[config.mk]
export PLATFORM = sky130hd
export DESIGN_NAME = etcs_top
export DESIGN_NICKNAME = d
export VERILOG_FILES = /design/src/verilog/etcs_pkg.sv /design/src/verilog/etcs_prescale.sv /design/src/verilog/etcs_edge.sv /design/src/verilog/etcs_top.sv
export SDC_FILE = /design/constraint.sdc
export NUM_CORES = 1
export LEC_CHECK = 0
export ABC_AREA = 0
export BUFFER_PORTS_ARGS = -buffer_cell sky130_fd_sc_hd__buf_4
export CORE_ASPECT_RATIO = 1.25
export CORE_MARGIN = 3
export CORE_UTILIZATION = 56
export DETAILED_ROUTE_END_ITERATION = 10
export PLACE_DENSITY = 0.82
export SLEW_MARGIN = 20
export SYNTH_ARGS = -nofsm -noshare
export SYNTH_HDL_FRONTEND = slang
export SYNTH_HIERARCHICAL = 1
export SYNTH_SLANG_ARGS = --single-unit
[constraint.sdc]
create_clock -name clk -period 8.8 [get_ports clk]
set_input_delay 1.76 -clock clk [delete_from_list [all_inputs] [get_ports clk]]
set_output_delay 1.76 -clock clk [all_outputs]
set_load 0.005 [all_outputs]
[src/verilog/etcs_pkg.sv]
/*
 * Constants and types for the 8-bit timer control and status block.
 * Assumes a byte-wide register port with 16-bit addresses.
 */
package etcs_pkg;

	// ------------------------------------------------------------
	// Register addresses and reset values
	// ------------------------------------------------------------
	localparam logic [15:0] ADDR_CTRL = 16'hFED0;
	localparam logic [15:0] ADDR_STAT = 16'hFED1;
	localparam logic [15:0] ADDR_CONST_A = 16'hFED2;
	localparam logic [15:0] ADDR_CONST_B = 16'hFED3;
	localparam logic [15:0] ADDR_COUNT = 16'hFED4;
	localparam logic [7:0] CTRL_RST = 8'h00;
	localparam logic [7:0] STAT_RST = 8'h10;
	localparam logic [7:0] CONST_RST = 8'hFF;
	localparam logic [7:0] COUNT_RST = 8'h00;
	localparam logic [7:0] COUNT_MAX = 8'hFF;
	localparam logic [7:0] READ_IDLE = 8'h00;

	// ------------------------------------------------------------
	// Status field layout
	// ------------------------------------------------------------
	localparam int FLAG_LSB = 5;
	localparam int FLAG_B = 2;
	localparam int FLAG_A = 1;
	localparam int FLAG_WRAP = 0;
	localparam int RSV_BIT = 4;
	localparam logic RSV_VAL = 1'b1;

	// ------------------------------------------------------------
	// Clock, clear and output select codes
	// ------------------------------------------------------------
	localparam logic [2:0] CKS_OFF = 3'h0;
	localparam logic [2:0] CKS_DIV8 = 3'h1;
	localparam logic [2:0] CKS_DIV64 = 3'h2;
	localparam logic [2:0] CKS_DIV1024 = 3'h3;
	localparam logic [2:0] CKS_OFF_EXT = 3'h4;
	localparam logic [2:0] CKS_RISE = 3'h5;
	localparam logic [2:0] CKS_FALL = 3'h6;
	localparam logic [2:0] CKS_BOTH = 3'h7;
	localparam logic [1:0] CCLR_NONE = 2'h0;
	localparam logic [1:0] CCLR_A = 2'h1;
	localparam logic [1:0] CCLR_B = 2'h2;
	localparam logic [1:0] CCLR_EXT = 2'h3;
	localparam logic [1:0] OS_NONE = 2'h0;
	localparam logic [1:0] OS_ZERO = 2'h1;
	localparam logic [1:0] OS_ONE = 2'h2;
	localparam logic [1:0] OS_TOGGLE = 2'h3;

	// ------------------------------------------------------------
	// Prescaler taps, as powers of two
	// ------------------------------------------------------------
	localparam int PRE_W = 10;
	localparam int TAP_DIV8 = 3;
	localparam int TAP_DIV64 = 6;
	localparam int TAP_DIV1024 = 10;

	// ------------------------------------------------------------
	// Carriers
	// ------------------------------------------------------------
	typedef struct packed {
		logic [15:0] addr;
		logic [7:0] wdata;
		logic wr;
		logic rd;
	} etcs_req_t;

	typedef struct packed {
		logic match_b_irq_en;
		logic match_a_irq_en;
		logic wrap_irq_en;
		logic [1:0] clear_sel;
		logic [2:0] clk_sel;
	} etcs_ctrl_t;

	typedef struct packed {
		logic match_b_irq;
		logic match_a_irq;
		logic wrap_irq;
	} etcs_irq_t;

endpackage

[src/verilog/etcs_prescale.sv]
/*
 * Prescaler, held clear in standby, giving one-cycle enable pulses at clk/8,
 * clk/64 and clk/1024. Assumes one system clock.
 */
`timescale 1ns/1ps
module etcs_prescale import etcs_pkg::*; #(
	parameter int WIDTH = PRE_W,
	parameter int TAP0 = TAP_DIV8,
	parameter int TAP1 = TAP_DIV64,
	parameter int TAP2 = TAP_DIV1024
) (
	input wire logic clk,
	input wire logic rst,
	input wire logic standby,
	output logic [2:0] tick
);
	localparam int TAPS [3] = '{TAP0, TAP1, TAP2};
	logic [WIDTH-1:0] div;

	// ------------------------------------------------------------
	// Divider
	// ------------------------------------------------------------
	always_ff @(posedge clk or posedge rst) begin
		if (rst) begin
			div <= '0;
		end else if (standby) begin
			div <= '0;
		end else begin
			div <= div + 1'b1;
		end
	end

	// ------------------------------------------------------------
	// Pulse on falling edge of each divided clock
	// ------------------------------------------------------------
	for (genvar i = 0; i < 3; i++) begin : g_tap
		assign tick[i] = &div[TAPS[i]-1:0];
	end
endmodule

[src/verilog/etcs_edge.sv]
/*
 * Samples a pin on the system clock and reports its edges as
 * one-cycle pulses. Assumes the pin is slow against the clock.
 */
`timescale 1ns/1ps
module etcs_edge (
	input wire logic clk,
	input wire logic rst,
	input wire logic pin,
	output logic rise,
	output logic fall
);
	logic meta;
	logic sync;
	logic last;

	// ------------------------------------------------------------
	// Sampling and edge detect
	// ------------------------------------------------------------
	always_ff @(posedge clk or posedge rst) begin
		if (rst) begin
			meta <= 1'b0;
			sync <= 1'b0;
			last <= 1'b0;
		end else begin
			meta <= pin;
			sync <= meta;
			last <= sync;
		end
	end

	assign rise = sync && !last;
	assign fall = !sync && last;
endmodule

[src/verilog/etcs_top.sv]
/*
 * Control and status logic of an 8-bit timer: clock select, counter
 * clear select, compare and wrap flags, interrupt requests and the
 * timer output pin. Assumes a CPU register port with read data one
 * cycle after the read strobe, a transfer controller that pulses a
 * clear for each compare interrupt it serves, and a standby level.
 */
// Our own choice: strobed register access.
`timescale 1ns/1ps
module etcs_top import etcs_pkg::*; (
	input wire logic clk,
	input wire logic rst,
	input wire etcs_req_t req,
	output logic [7:0] rdata,
	input wire logic standby,
	input wire logic xfer_clr_a,
	input wire logic xfer_clr_b,
	input wire logic ext_count_pin,
	input wire logic ext_clear_pin,
	output etcs_irq_t irq,
	output logic timer_out_pin,
	output logic timer_out_en
);
	etcs_ctrl_t ctrl;
	logic [2:0] flag;
	logic [2:0] armed;
	logic [3:0] out_sel;
	logic [7:0] const_a;
	logic [7:0] const_b;
	logic [7:0] count;
	logic [2:0] pre_tick;
	logic cnt_rise;
	logic cnt_fall;
	logic clr_rise;
	logic tick;
	logic match_a;
	logic match_b;
	logic cnt_clear;
	logic wrap_ev;
	logic [2:0] set_ev;
	logic [2:0] xfer_clr;
	logic [2:0] sw_clr;
	logic [1:0] next_act;
	logic [7:0] stat_val;
	logic wr_ctrl;
	logic wr_stat;
	logic wr_ca;
	logic wr_cb;
	logic wr_cnt;
	logic rd_stat;

	// ------------------------------------------------------------
	// Address decode
	// ------------------------------------------------------------
	function automatic logic hit(input etcs_req_t r,
		input logic [15:0] a);
		return r.addr == a;
	endfunction

	assign wr_ctrl = req.wr && hit(req, ADDR_CTRL);
	assign wr_stat = req.wr && hit(req, ADDR_STAT);
	assign wr_ca = req.wr && hit(req, ADDR_CONST_A);
	assign wr_cb = req.wr && hit(req, ADDR_CONST_B);
	assign wr_cnt = req.wr && hit(req, ADDR_COUNT);
	assign rd_stat = req.rd && hit(req, ADDR_STAT);

	// ------------------------------------------------------------
	// Clock sources
	// ------------------------------------------------------------
	etcs_prescale u_pre (
		.clk(clk),
		.rst(rst),
		.standby(standby),
		.tick(pre_tick)
	);

	etcs_edge u_cnt_pin (
		.clk(clk),
		.rst(rst),
		.pin(ext_count_pin),
		.rise(cnt_rise),
		.fall(cnt_fall)
	);

	etcs_edge u_clr_pin (
		.clk(clk),
		.rst(rst),
		.pin(ext_clear_pin),
		.rise(clr_rise),
		.fall()
	);

	always_comb begin
		case (ctrl.clk_sel)
			CKS_DIV8: tick = pre_tick[0];
			CKS_DIV64: tick = pre_tick[1];
			CKS_DIV1024: tick = pre_tick[2];
			CKS_RISE: tick = cnt_rise;
			CKS_FALL: tick = cnt_fall;
			CKS_BOTH: tick = cnt_rise || cnt_fall;
			default: tick = 1'b0;
		endcase
	end

	// ------------------------------------------------------------
	// Compare, clear and wrap events
	// ------------------------------------------------------------
	assign match_a = tick && count == const_a && !wr_ca;
	assign match_b = tick && count == const_b && !wr_cb;

	always_comb begin
		case (ctrl.clear_sel)
			CCLR_A: cnt_clear = match_a;
			CCLR_B: cnt_clear = match_b;
			CCLR_EXT: cnt_clear = clr_rise;
			default: cnt_clear = 1'b0;
		endcase
	end

	assign wrap_ev = tick && count == COUNT_MAX && !cnt_clear &&
		!wr_cnt;

	// ------------------------------------------------------------
	// Counter
	// ------------------------------------------------------------
	always_ff @(posedge clk or posedge rst) begin
		if (rst) begin
			count <= COUNT_RST;
		end else if (standby) begin
			count <= COUNT_RST;
		end else if (cnt_clear) begin
			count <= COUNT_RST;
		end else if (wr_cnt) begin
			count <= req.wdata;
		end else if (tick) begin
			count <= count + 8'h01;
		end
	end

	// ------------------------------------------------------------
	// Constant registers
	// ------------------------------------------------------------
	always_ff @(posedge clk or posedge rst) begin
		if (rst) begin
			const_a <= CONST_RST;
			const_b <= CONST_RST;
		end else if (standby) begin
			const_a <= CONST_RST;
			const_b <= CONST_RST;
		end else begin
			if (wr_ca) begin
				const_a <= req.wdata;
			end
			if (wr_cb) begin
				const_b <= req.wdata;
			end
		end
	end

	// ------------------------------------------------------------
	// Control register
	// ------------------------------------------------------------
	always_ff @(posedge clk or posedge rst) begin
		if (rst) begin
			ctrl <= CTRL_RST;
		end else if (standby) begin
			ctrl <= CTRL_RST;
		end else if (wr_ctrl) begin
			ctrl <= req.wdata;
		end
	end

	// ------------------------------------------------------------
	// Flags with read-then-write-zero clearing
	// ------------------------------------------------------------
	assign set_ev[FLAG_B] = match_b;
	assign set_ev[FLAG_A] = match_a;
	assign set_ev[FLAG_WRAP] = wrap_ev;
	assign xfer_clr[FLAG_B] = xfer_clr_b;
	assign xfer_clr[FLAG_A] = xfer_clr_a;
	assign xfer_clr[FLAG_WRAP] = 1'b0;

	for (genvar i = 0; i < 3; i++) begin : g_flag
		assign sw_clr[i] = wr_stat && !req.wdata[FLAG_LSB+i] &&
			armed[i];

		always_ff @(posedge clk or posedge rst) begin
			if (rst) begin
				flag[i] <= 1'b0;
			end else if (standby) begin
				flag[i] <= 1'b0;
			end else if (set_ev[i]) begin
				flag[i] <= 1'b1;
			end else if (sw_clr[i] || xfer_clr[i]) begin
				flag[i] <= 1'b0;
			end
		end

		always_ff @(posedge clk or posedge rst) begin
			if (rst) begin
				armed[i] <= 1'b0;
			end else if (standby) begin
				armed[i] <= 1'b0;
			end else if (rd_stat) begin
				armed[i] <= flag[i];
			end else if (wr_stat) begin
				armed[i] <= 1'b0;
			end
		end
	end

	// ------------------------------------------------------------
	// Output selects
	// ------------------------------------------------------------
	always_ff @(posedge clk or posedge rst) begin
		if (rst) begin
			out_sel <= STAT_RST[3:0];
		end else if (standby) begin
			out_sel <= STAT_RST[3:0];
		end else if (wr_stat) begin
			out_sel <= req.wdata[3:0];
		end
	end

	// ------------------------------------------------------------
	// Read path
	// ------------------------------------------------------------
	always_comb begin
		stat_val = {flag, RSV_VAL, out_sel};
	end

	always_ff @(posedge clk or posedge rst) begin
		if (rst) begin
			rdata <= READ_IDLE;
		end else if (!req.rd) begin
			rdata <= READ_IDLE;
		end else begin
			case (req.addr)
				ADDR_CTRL: rdata <= ctrl;
				ADDR_STAT: rdata <= stat_val;
				ADDR_CONST_A: rdata <= const_a;
				ADDR_CONST_B: rdata <= const_b;
				ADDR_COUNT: rdata <= count;
				default: rdata <= READ_IDLE;
			endcase
		end
	end

	// ------------------------------------------------------------
	// Interrupt requests
	// ------------------------------------------------------------
	always_ff @(posedge clk or posedge rst) begin
		if (rst) begin
			irq <= '0;
		end else begin
			irq.match_b_irq <= flag[FLAG_B] &&
				ctrl.match_b_irq_en;
			irq.match_a_irq <= flag[FLAG_A] &&
				ctrl.match_a_irq_en;
			irq.wrap_irq <= flag[FLAG_WRAP] &&
				ctrl.wrap_irq_en;
		end
	end

	// ------------------------------------------------------------
	// Timer output
	// ------------------------------------------------------------
	function automatic logic [1:0] act(input logic [1:0] os,
		input logic m);
		return m ? os : OS_NONE;
	endfunction

	always_comb begin
		// Codes rank as toggle > one > zero > keep
		next_act = act(out_sel[3:2], match_b);
		if (act(out_sel[1:0], match_a) > next_act) begin
			next_act = act(out_sel[1:0], match_a);
		end
	end

	always_ff @(posedge clk or posedge rst) begin
		if (rst) begin
			timer_out_pin <= 1'b0;
		end else if (standby) begin
			timer_out_pin <= 1'b0;
		end else begin
			case (next_act)
				OS_ZERO: timer_out_pin <= 1'b0;
				OS_ONE: timer_out_pin <= 1'b1;
				OS_TOGGLE: timer_out_pin <= !timer_out_pin;
				default: timer_out_pin <= timer_out_pin;
			endcase
		end
	end

	always_ff @(posedge clk or posedge rst) begin
		if (rst) begin
			timer_out_en <= 1'b0;
		end else begin
			timer_out_en <= |out_sel;
		end
	end
endmodule

# Yosys cells after proc, flatten, opt, wreduce, memory -nomap -nowiden
# Index checks and enable logic that the tools add are counted.
op_classes:
  addsub: 2
  n_lt_le_gt_ge: 1
  n_eq_ne: 20
  mux: 38
  n_reduce_logical: 53
ops:
  columns: ["op", "count"]
  rows:
  - ["$mux 8", 11]
  - ["$eq 16x16->1 const B", 5]
  - ["$pmux 8 s5", 1]
  - ["$logic_and 1x1->1", 25]
  - ["$mux 1", 17]
  - ["$eq 8x8->1", 2]
  - ["$reduce_bool 3->1", 4]
  - ["$logic_not 1->1", 11]
  - ["$add 10x1->10 const B", 1]
  - ["$mux 10", 1]
  - ["$reduce_and 10->1", 1]
  - ["$eq 3x3->1 const B", 3]
  - ["$add 8x1->8 const B", 1]
  - ["$eq 2x2->1 const B", 4]
  - ["$eq 8x8->1 const B", 1]
  - ["$mux 4", 2]
  - ["$reduce_bool 2->1", 4]
  - ["$reduce_bool 4->1", 2]
  - ["$eq 3x2->1 const B", 2]
  - ["$mux 2", 3]
  - ["$pmux 1 s3", 2]
  - ["$pmux 1 s6", 1]
  - ["$reduce_and 6->1", 1]
  - ["$eq 2x1->1 const B", 2]
  - ["5 further kinds", 7]
word_totals:
  register_bits: 71
  wordCells: 142

# Longest topological paths before layout
# Gate-level depths: netlist of run 1.
depth:
  ltp_word: 12
  ltp_mapped: 16
  ltp_nobuf: 15

# Modules after synthesis
# The synthesis of run 1 kept the hierarchy.
by_module_without_submodules:
  columns: ["module", "instances", "cells_each", "area_per_inst_um2"]
  rows:
  - ["etcs_top", 1, 323, 3158.0]
  - ["etcs_prescale", 1, 48, 491.7]
  - ["etcs_edge", 2, 6, 93.8]

# Worst setup path after synthesis of run 1
# No wires, ideal clock.
synth_path:
  kind: "input to register"
  startpoint: "input req[15] (netlist bit)"
  endpoint: "register timer_out_pin"
  arrival_ps: 3857
  t_required_ps: 8723
  setup_slack_ps: 4866
  stages: 12
  path_buffers: 1
  cell_sequence: "and4b_1 > nand4_1 > nand2b_1 > buf_2 > and3_1 > and2_1 > ha_1 > nor2b_1 > o21ai_0 > nor2_1 > a32o_1 > a21oi_1"
synth_between:
  elab_chain_cells: 10
  elab_cells_between_ends: 18
  classes_between: "order compare: 1; eq/ne: 5; mux: 5; reduce/logical: 7"
synth_rtl:
  columns: ["item", "line", "text"]
  rows:
  - ["start, declared", "etcs_top.sv:13", "input wire etcs_req_t req,"]
  - ["$eq 16x16->1", "etcs_top.sv:57", "return r.addr == a;"]
  - ["$logic_and 1x1->1 (on tied branches)", "etcs_top.sv:62, etcs_top.sv:63", null]
  - ["$logic_not 1->1 (on tied branches)", "etcs_top.sv:108, etcs_top.sv:109", null]
  - ["$logic_and 1x1->1 (on tied branches)", "etcs_top.sv:108, etcs_top.sv:109", null]
  - ["$mux 2", "etcs_top.sv:270", "return m ? os : OS_NONE;"]
  - ["$gt 2x2->1", "etcs_top.sv:276", "if (act(out_sel[1:0], match_a) > next_act) begin"]
  - ["$mux 2 (*)", "etcs_top.sv:276", null]
  - ["$eq 2x2->1 / $eq 2x1->1 (equally long branches)", "etcs_top.sv:287", "case (next_act)"]
  - ["$pmux 1 s3", "etcs_top.sv:287", null]
  - ["$mux 1", "etcs_top.sv:284", "end else if (standby) begin"]
  - ["end signal, assigned", "etcs_top.sv:290", "OS_TOGGLE: timer_out_pin <= !timer_out_pin;"]
  - ["end signal, assigned", "etcs_top.sv:291", "default: timer_out_pin <= timer_out_pin;"]
  - ["end, declared", "etcs_top.sv:21", "output logic timer_out_pin,"]
# Every way passes the cells marked *; elsewhere a longest branch is shown, timed or not.
# A chain may end at the register's enable or synchronous reset.

# Final worst setup path of run 1
layout_path:
  startpoint: "input req[11] (netlist bit)"
  endpoint: "register timer_out_pin"
# Same word-level chain as after synthesis.

==> results.tsv, run 1 <==
metric	value	unit
run status	finished, final reports clean	
final antenna-violating net count	0	
drt drc	0	
Die Area	7870	sq um
Num CTS Buffers	9	
final hold violations	0	
root buffer cell	clkbuf_8	
min cycle time layout	4260	ps
TNS Setup	0	ps
CTS tree	done	
final WL	9630	um
Core Region	6610	sq um
synth-to-layout area growth	15.0	%
WS Path Type	input port to flop	
clock slew at reported path FFs	70	ps
Initial Util	58.0	%
first-pass GRT wire length	15300	um
dpl hpwl	7060	um
Hold WC Path Type	flop to flop	
Top-Level Pins	46	
Cell Rows	33	
Die Ht	98.4	um
GP Congestion	1.04	
Syn Area/Cell	10.0	sq um
pwr dens	151	nW/um^2
initial antenna violation count	0	
DR vias	3097	
Setup Buffers After CTS	0	
antenna cells	0	
RSZ-0062 raised after global routing	no	
layout cells sized above 1	23.2	%
Slew HR	47.7	%
Bufs and invs on worst path	2	
worst hold margin	355	ps
Layout Skew	5.52	ps
Crit Path Max Fanout	15	
crit path cell chain	buf_4 -> inv_1 -> nor2_1 -> nand2b_1 -> and3_1 -> and2_1 -> ha_1 -> nor2b_1 -> o21ai_0 -> nor2_1 -> a32o_1 -> a21oi_1	
1st-iter DRT viols	183	
Peak supply drop	102	uV
delay-heaviest family, CP	simple AND/OR/NAND/NOR gates	
DIE WIDTH	80.0	um
syn nets	421	
fillers	555	
gr ovfl total	0	
GRT Total Usage	25.8	%
H-tree depth	3	
max-cap viol count	0	
Worst Max-Slew Pin Slew	781	ps
TritonRoute pass-1 iters	5	
crit-path most repeated cell	nor2_1	
port bufs	45	
wire length per cell	18.8	um
Vias/cell	6.04	
CP max stage delay	480	ps
mapped cell area	3830	sq um
Final Net Count	460	
Crit. End Element	flop	
leakage	1.92	nW
final setup fails	0	
clk_lat worst skew	350	ps
number of global-route vias before repair	3018	
R2R setup slack	5180	ps
Final period util	48.4	%
Syn Inst Count	382	
WP data arrival	4530	ps
largest net degree at the start of global routing	33	
Clock Path Buffers	2	
CP max-delay cell	nand2b_1	
Hold Buf Count CTS	0	
WP data required	9070	ps
Max Fclk	235	MHz
CTS resizes	0	
CP Launch Type	input port	
synth warn	6	
CTS sink count	71	
final slew viol count	0	
## layout make-up
cell class | count | area [sq um] | area share (%)
Tap cell | 87 | 109 | 2.47
Multi-Input combinational cell | 278 | 1870 | 42.4
Timing Repair Buffer | 47 | 353 | 8.02
Clock inverter | 5 | 81.3 | 1.85
Clock buffer | 11 | 141 | 3.21
Sequential cell | 71 | 1800 | 40.8
Inverter | 14 | 52.6 | 1.19
## registers in the layout, summed over array words and instances, names as in the netlist, 3 cells and up
register	cells
armed	3
ctrl	8
u_pre/div	10
const_a	8
count	8
const_b	8
out_sel	4
flag	3
irq	3
rdata	8
## per-layer routing
metal  up-vias  wire (um)  share of wire [%]  GRT usage, %
met1      1497       3850                 40          31.3
met4         0        361                3.7          10.4
li1       1430          -                  -             -
met3        26        586                6.1          5.58
met2       144       4830                 50          44.1
met5         -          0                  0             0
## placed cells by master (no fill, tap or decap), types with 5 or more instances in the layout
cell type	instances
a22o_1	6
nor2b_1	9
inv_1	12
nand3_1	23
a22oi_1	11
and2_1	6
nand4_1	5
mux2_2	6
a21oi_1	13
mux2i_1	13
ha_1	6
dfstp_2	16
xor2_1	12
xnor2_1	13
nor2_1	27
nor3_1	6
clkbuf_8	10
o21ai_0	15
buf_4	47
a21boi_0	7
dfrtp_1	55
a211oi_1	8
nand2_1	50
## through the flow
stage          instance area (sq um)  cells  utilization, %  setup slack (ps)  total power, mW
5_1_grt                         4400    513            66.6              4390            0.688
4_1_cts                         4400    513            66.6              4620            0.668
6_report                        4400    513            66.6              4540            0.665
2_1_floorplan                   3830    382               -              4870            0.358
3_3_place_gp                    4180    497            63.3              4400            0.378
3_5_place_dp                    4180    497            63.3              4250            0.379
## report_power, final
part,switching (mW),leakage (nW),internal [mW]
clock network,0.125,0.110,0.167
registers,0.00197,0.921,0.329
logic,0.0251,0.890,0.0170
## worst reg2reg max path: stages, from the launching register on
cell and delay, ps:
dfrtp_1 430, ha_1 250, inv_1 110, nor3_1 80
and3_1 180, mux2_1 290, a221o_1 350, and2_1 310
and3_1 290, and2_1 190, ha_1 300, nor2b_1 130
o21ai_0 250, nor2_1 80, a32o_1 210, a21oi_1 130
## final timing paths
check / depth (start not counted) / start / endpoint
setup / recovery: 12 / req[11] / timer_out_pin
hold / removal: 0 / u_clr_pin/meta / u_clr_pin/sync
setup reg to reg: 15 / u_pre/div[0] / timer_out_pin
hold reg to reg: 0 / u_clr_pin/meta / u_clr_pin/sync
max in group asynchronous: 3 / rst / const_a[3]
min in group asynchronous: 2 / rst / u_cnt_pin/last
Note: power is estimated with default switching activity, not from simulation.
==> run 2: changes to the inputs <==
--- a/config.mk
+++ b/config.mk
@@ -9,7 +9,7 @@
 export BUFFER_PORTS_ARGS = -buffer_cell sky130_fd_sc_hd__buf_4
 export CORE_ASPECT_RATIO = 1.25
 export CORE_MARGIN = 3
-export CORE_UTILIZATION = 56
+export CORE_UTILIZATION = 53
 export DETAILED_ROUTE_END_ITERATION = 10
 export PLACE_DENSITY = 0.82
 export SLEW_MARGIN = 20
==> constraint.sdc (replaced) <==
create_clock -name clk -period 3.6 [get_ports clk]
set_input_delay 0.72 -clock clk [delete_from_list [all_inputs] [get_ports clk]]
set_output_delay 0.72 -clock clk [all_outputs]
set_load 0.005 [all_outputs]
==> run 2 against run 1 <==
  * Worst setup slack got worse by 4300 ps
  * Cell count rose by 1.8%
  * Global-route usage fell by 1.4 points
  * Worst hold slack got worse by 100 ps
  * Via count rose by 0.58%
  * Register-to-register slack got worse by 4900 ps
  * Non-clock buffer count rose by 6
  * Core utilization fell by 3.3 points
  * Die area rose by 5.3%
  * Total power rose by 130%
  * Sequential power rose by 140%
  * Largest cell class unchanged
==> results.tsv, run 2 (synthesis gave the netlist of run 1 again) <==
metric	value	unit	change
run status	finished, final reports clean		
first-pass GRT wire length	15200	um	-0.63%
Cell Rows	34		+3.0%
max-cap viol count	0		unchanged
number of global-route vias before repair	3168		+5.0%
TNS Setup	0	ps	unchanged
largest net degree at the start of global routing	53		+61%
final setup fails	0		unchanged
sequential power share	52.5	%	+2.8 points
Setup Buffers After CTS	0		unchanged
final antenna-violating net count	0		unchanged
Layout Skew	10.7	ps	+5.15 ps
antenna cells	0		unchanged
Post-Layout Cell Count	522		+1.8%
Die Ht	101	um	+2.6%
commonest non-fill, non-tap cell in the layout	dfrtp_1		
DIE WIDTH	82.0	um	+2.6%
clock slew at reported path FFs	80	ps	about the same
Final period util	92.8	%	
most frequent cells in the layout	dfrtp_1 (55), buf_4 (53), nand2_1 (50)		
final hold violations	0		unchanged
R2R cell count	15		unchanged
Clock Path Buffers	2		unchanged
Clock power frac	40.7	%	-3.2 points
final slew viol count	0		unchanged
TritonRoute pass-1 iters	4		-1
clk_lat worst skew	350	ps	about the same
Sw Pwr	0.358	mW	+140%
gr ovfl total	0		unchanged
Peak supply drop	307	uV	+200%
WP data required	3880	ps	-5190 ps
Top-Level Pins	46		unchanged
WP data arrival	3620	ps	-910 ps
CTS tree	done		
Final Net Count	466		+1.3%
RSZ-0062 raised after global routing	no		
RR Startpoint	u_pre/div[0]		
synth-to-layout area growth	15.4	%	
Initial Util	54.9	%	-3.1 points
leakage	1.94	nW	+1.0%
GRT Total Usage	24.3	%	-1.4 points
layout cells sized above 1	24.1	%	+0.83 points
CP Launch Type	flop		
Hold Buf Count CTS	0		unchanged
Finished Cell Area	4420	sq um	+0.40%
Slew HR	39.9	%	-7.8 points
dpl hpwl	6860	um	-2.9%
Placed Cells	506		+1.8%
Hold WC Path Type	input port to async pin		
drt drc	0		unchanged
port bufs	45		unchanged
pwr dens	349	nW/um^2	+130%
combinational power share	6.7	%	+0.4 points
Num CTS Buffers	9		unchanged
max reg flops	10		unchanged
Die Area	8290	sq um	+5.3%
WS Path Type	flop to flop		
Core Region	6980	sq um	+5.6%
Largest Register	u_pre/div		
crit path from	u_pre/div[0]		
initial antenna violation count	0		unchanged
DR vias	3115		+0.58%
pre-CTS WS	220	ps	-4030 ps
min cycle time layout	3340	ps	
Crit Path Max Fanout	5		-10
internal power	1.18	mW	+130%
Area after DPL	4230	sq um	+1.2%
1st-iter DRT viols	246		+34%
H-tree depth	3		unchanged
Switching Fraction	23.2	%	+0.41 points
GP Congestion	0.878		-16%
CTS sink count	71		unchanged
Crit. End Element	flop		
root buffer cell	clkbuf_8		
Worst Max-Slew Pin Slew	902	ps	+120 ps
worst hold margin	251	ps	-103 ps
fin worst setup slack	261	ps	-4280 ps
wire length per cell	17.9	um	-4.6%
Vias/cell	5.97		-1.2%
final WL	9350	um	-2.9%
Max Fclk	299	MHz	
==> run 2: changes by cell type in the layout (fill, tap and decap cells not counted), sizes merged <==
cell      delta
clkbuf       +1
clkinvlp     -1
bufinv       -1
inv          -1
clkinv       +2
buf          +6
==> run 2: worst paths after layout <==
path	endpoint	slack, ps
worst max-delay path	timer_out_pin	260
worst min-delay path	u_cnt_pin/sync	250
worst max register to register	timer_out_pin	260
worst min register to register	u_clr_pin/sync	350
max in group asynchronous	const_b[6]	2360
min in group clk	u_clr_pin/sync	350
==> run 2: routing by layer <==
metal | share of wire [%] | track usage (%)
met5 | 0 | 0
met4 | 4.4 | 14.1
met3 | 6.7 | 3.22
met2 | 51 | 42.3
met1 | 38 | 28.1
==> run 2: worst max-delay path, cell delays in order, from the launching register on <==
cell,delay [ps]
dfrtp_1,420
ha_1,250
inv_1,110
nor3_1,80
and3_1,170
mux2_1,290
a221o_1,350
and2_1,170
and3_1,210
and2_1,190
ha_1,300
nor2b_1,140
o21ai_1,180
nor2_1,70
a32o_1,210
a21oi_1,130
==> run 2: repair_timing <==
item,CTS,global route
gates resized for setup,0,1
endpoints found under the hold margin,0,0
endpoints found under the setup margin,0,1
==> run 2: power groups by stage <==
stage,registers [mW],logic [mW],clock network (mW)
2_1_floorplan,0.823,0.0517,0
3_3_place_gp,0.823,0.102,0
3_5_place_dp,0.824,0.103,0
4_1_cts,0.809,0.104,0.638
5_1_grt,0.810,0.113,0.664
6_report,0.809,0.104,0.628
==> run 2: cell type report <==
type	count	area [sq um]
well taps	90	113
fillers	578	2560
flip-flops and latches	71	1800
inverters	14	53.8
clock inverters	4	45.0
multi-input cells	278	1870
clock buffers	12	145
repair buffers	53	398
==> run 2: per-stage QoR <==
| step | power [mW] | util, % |
|---|---|---|
| 4_1_cts | 1.55 | 63.3 |
| 5_1_grt | 1.59 | 63.3 |
| 3_3_place_gp | 0.925 | 60.6 |
| 6_report | 1.54 | 63.3 |
| 3_5_place_dp | 0.927 | 60.6 |
| 2_1_floorplan | 0.874 | - |
==> run 3: changes to the inputs <==
--- a/config.mk
+++ b/config.mk
@@ -8,8 +8,8 @@
 export ABC_AREA = 0
 export BUFFER_PORTS_ARGS = -buffer_cell sky130_fd_sc_hd__buf_4
 export CORE_ASPECT_RATIO = 1.25
-export CORE_MARGIN = 3
-export CORE_UTILIZATION = 53
+export CORE_MARGIN = 5
+export CORE_UTILIZATION = 56
 export DETAILED_ROUTE_END_ITERATION = 10
 export PLACE_DENSITY = 0.82
 export SLEW_MARGIN = 20
==> constraint.sdc (replaced) <==
create_clock -name clk -period 3.75 [get_ports clk]
set_input_delay 0.75 -clock clk [delete_from_list [all_inputs] [get_ports clk]]
set_output_delay 0.75 -clock clk [all_outputs]
set_load 0.005 [all_outputs]
==> run 3 against run 2 <==
  * Count of clock-buffer cells in the layout shrank 1
  * Total power grew 1.6%
  * Worst hold slack gained 38 ps
  * Critical path type unchanged
  * Critical endpoint unchanged
  * Largest power group unchanged
==> results.tsv, run 3 (synthesis gave the netlist of run 1 again) <==
metric	value	unit	change
run status	finished, final reports clean		
Clock Path Buffers	2		unchanged
CTS tree	done		
Clock power frac	43.9	%	+3.2 points
Worst Max-Slew Pin Slew	746	ps	-155 ps
GP Congestion	0.959		+9.3%
wire length per cell	18.8	um	+5.0%
CP max stage delay	420	ps	about the same
TritonRoute pass-1 iters	4		unchanged
Core Region	6610	sq um	-5.3%
final antenna-violating net count	0		unchanged
first-pass GRT wire length	16100	um	+5.9%
Cell Rows	33		-2.9%
TNS Setup	0	ps	unchanged
CTS resizes	0		unchanged
Hold Buf Count CTS	0		unchanged
Layout Skew	9.13	ps	-1.53 ps
WP data arrival	3840	ps	+220 ps
min cycle time layout	3560	ps	+221 ps
final WL	9730	um	+4.0%
sequential power share	49.6	%	-2.9 points
max-cap viol count	0		unchanged
Final period util	94.9	%	+2.2 points
Die Area	8600	sq um	+3.8%
most frequent cells in the layout	dfrtp_1 (55), buf_4 (51), nand2_1 (50)		
fillers	532		-8.0%
root buffer cell	clkbuf_8		
GRT Total Usage	24.3	%	-0.026 points
leakage	1.94	nW	+0.11%
largest net degree at the start of global routing	37		-30%
synth-to-layout area growth	16.0	%	
DR vias	3101		-0.45%
Initial Util	58.0	%	+3.1 points
crit path cell chain	ha_1 -> inv_1 -> nor3_1 -> and3_1 -> mux2_1 -> a221o_1 -> and2_1 -> and3_1 -> and2_1 -> ha_1 -> nor2b_1 -> o21ai_1 -> nor2_1 -> a32o_1 -> a21oi_1		
Peak supply drop	312	uV	+1.7%
WS Path Type	flop to flop		
R2R setup slack	190	ps	-70 ps
clk_lat worst skew	350	ps	about the same
Top-Level Pins	46		unchanged
antenna cells	0		unchanged
Hold WC Path Type	input port to async pin		
Vias/cell	6.00		+0.51%
Setup Buffers After CTS	0		unchanged
Switching Fraction	22.0	%	-1.3 points
clock slew at reported path FFs	70	ps	about the same
delay-heaviest family, CP	simple AND/OR/NAND/NOR gates		
port bufs	45		unchanged
final setup fails	0		unchanged
final slew viol count	0		unchanged
commonest non-fill, non-tap cell in the layout	dfrtp_1		
CTS sink count	71		unchanged
Largest Register	u_pre/div		
layout cells sized above 1	24.2	%	+0.11 points
initial antenna violation count	0		unchanged
Crit. End Element	flop		
H-tree depth	3		unchanged
Die Ht	102	um	+1.4%
RSZ-0062 raised after global routing	no		
Final Net Count	464		-0.43%
pwr dens	353	nW/um^2	+1.2%
1st-iter DRT viols	243		-1.2%
WP data required	4030	ps	+150 ps
Bufs and invs on worst path	1		unchanged
dpl hpwl	7030	um	+2.4%
Crit Path Max Fanout	7		+2
Slew HR	50.0	%	+10 points
number of global-route vias before repair	3223		+1.7%
Sw Pwr	0.344	mW	-3.9%
DIE WIDTH	84.0	um	+2.4%
internal power	1.22	mW	+3.3%
CP Launch Type	flop		
max reg flops	10		unchanged
gr ovfl total	0		unchanged
combinational power share	6.4	%	-0.3 points
Max Fclk	281	MHz	-6.2%
worst hold margin	289	ps	+38.3 ps
Pwr Total	1.57	mW	+1.6%
CP max-delay cell	dfrtp_1		
Num CTS Buffers	9		unchanged
final hold violations	0		unchanged
drt drc	0		unchanged
[run 3: power by group through the flow]
stage	combinational, mW	sequential [mW]	clock, mW
2_1_floorplan	0.0496	0.790	0
3_3_place_gp	0.0989	0.790	0
3_5_place_dp	0.101	0.791	0
4_1_cts	0.101	0.777	0.702
5_1_grt	0.110	0.778	0.736
6_report	0.101	0.777	0.688
[run 3: final cells by class]
type,instances,area [sq um],area share [%]
multi-input cells,278,1870,42.1
flip-flops and latches,71,1800,40.5
repair buffers,51,383,8.62
clock buffers,11,151,3.41
well taps,87,109,2.45
clock inverters,5,80.1,1.80
inverters,14,52.6,1.18
[run 3: worst reg2reg max path, stage by stage, from the launching register on]
cell and delay (ps):
dfrtp_1 420, ha_1 240, inv_1 100, nor3_1 80
and3_1 190, mux2_1 290, a221o_1 360, and2_1 290
and3_1 270, and2_1 200, ha_1 320, nor2b_1 150
o21ai_1 200, nor2_1 60, a32o_1 200, a21oi_1 130
[run 3: final timing paths]
| path | startpoint | endpoint | cells past startpoint |
|---|---|---|---|
| worst max register to register | u_pre/div[0] | timer_out_pin | 15 |
| worst max-delay path | u_pre/div[0] | timer_out_pin | 15 |
| max in group asynchronous | rst | const_a[0] | 3 |
| worst min-delay path | rst | u_clr_pin/meta | 2 |
| worst min register to register | u_clr_pin/meta | u_clr_pin/sync | 0 |
| min in group clk | u_clr_pin/meta | u_clr_pin/sync | 0 |
[run 3: metrics by stage]
stage	area [sq um]	instances	worst slack (ps)	util [%]
after floorplan	3830	382	506	-
after global placement	4210	501	373	63.7
after detailed placement	4210	501	158	63.7
after CTS	4440	517	153	67.2
after global routing	4440	517	0.375	67.2
final	4440	517	190	67.2
[run 3: metal layers]
layer	up-vias	GRT usage (%)	wire length, um
met4	0	15.7	540
met3	39	5.48	640
met5	-	0	0
met2	122	42.3	4840
met1	1506	27.0	3700
li1	1434	-	-
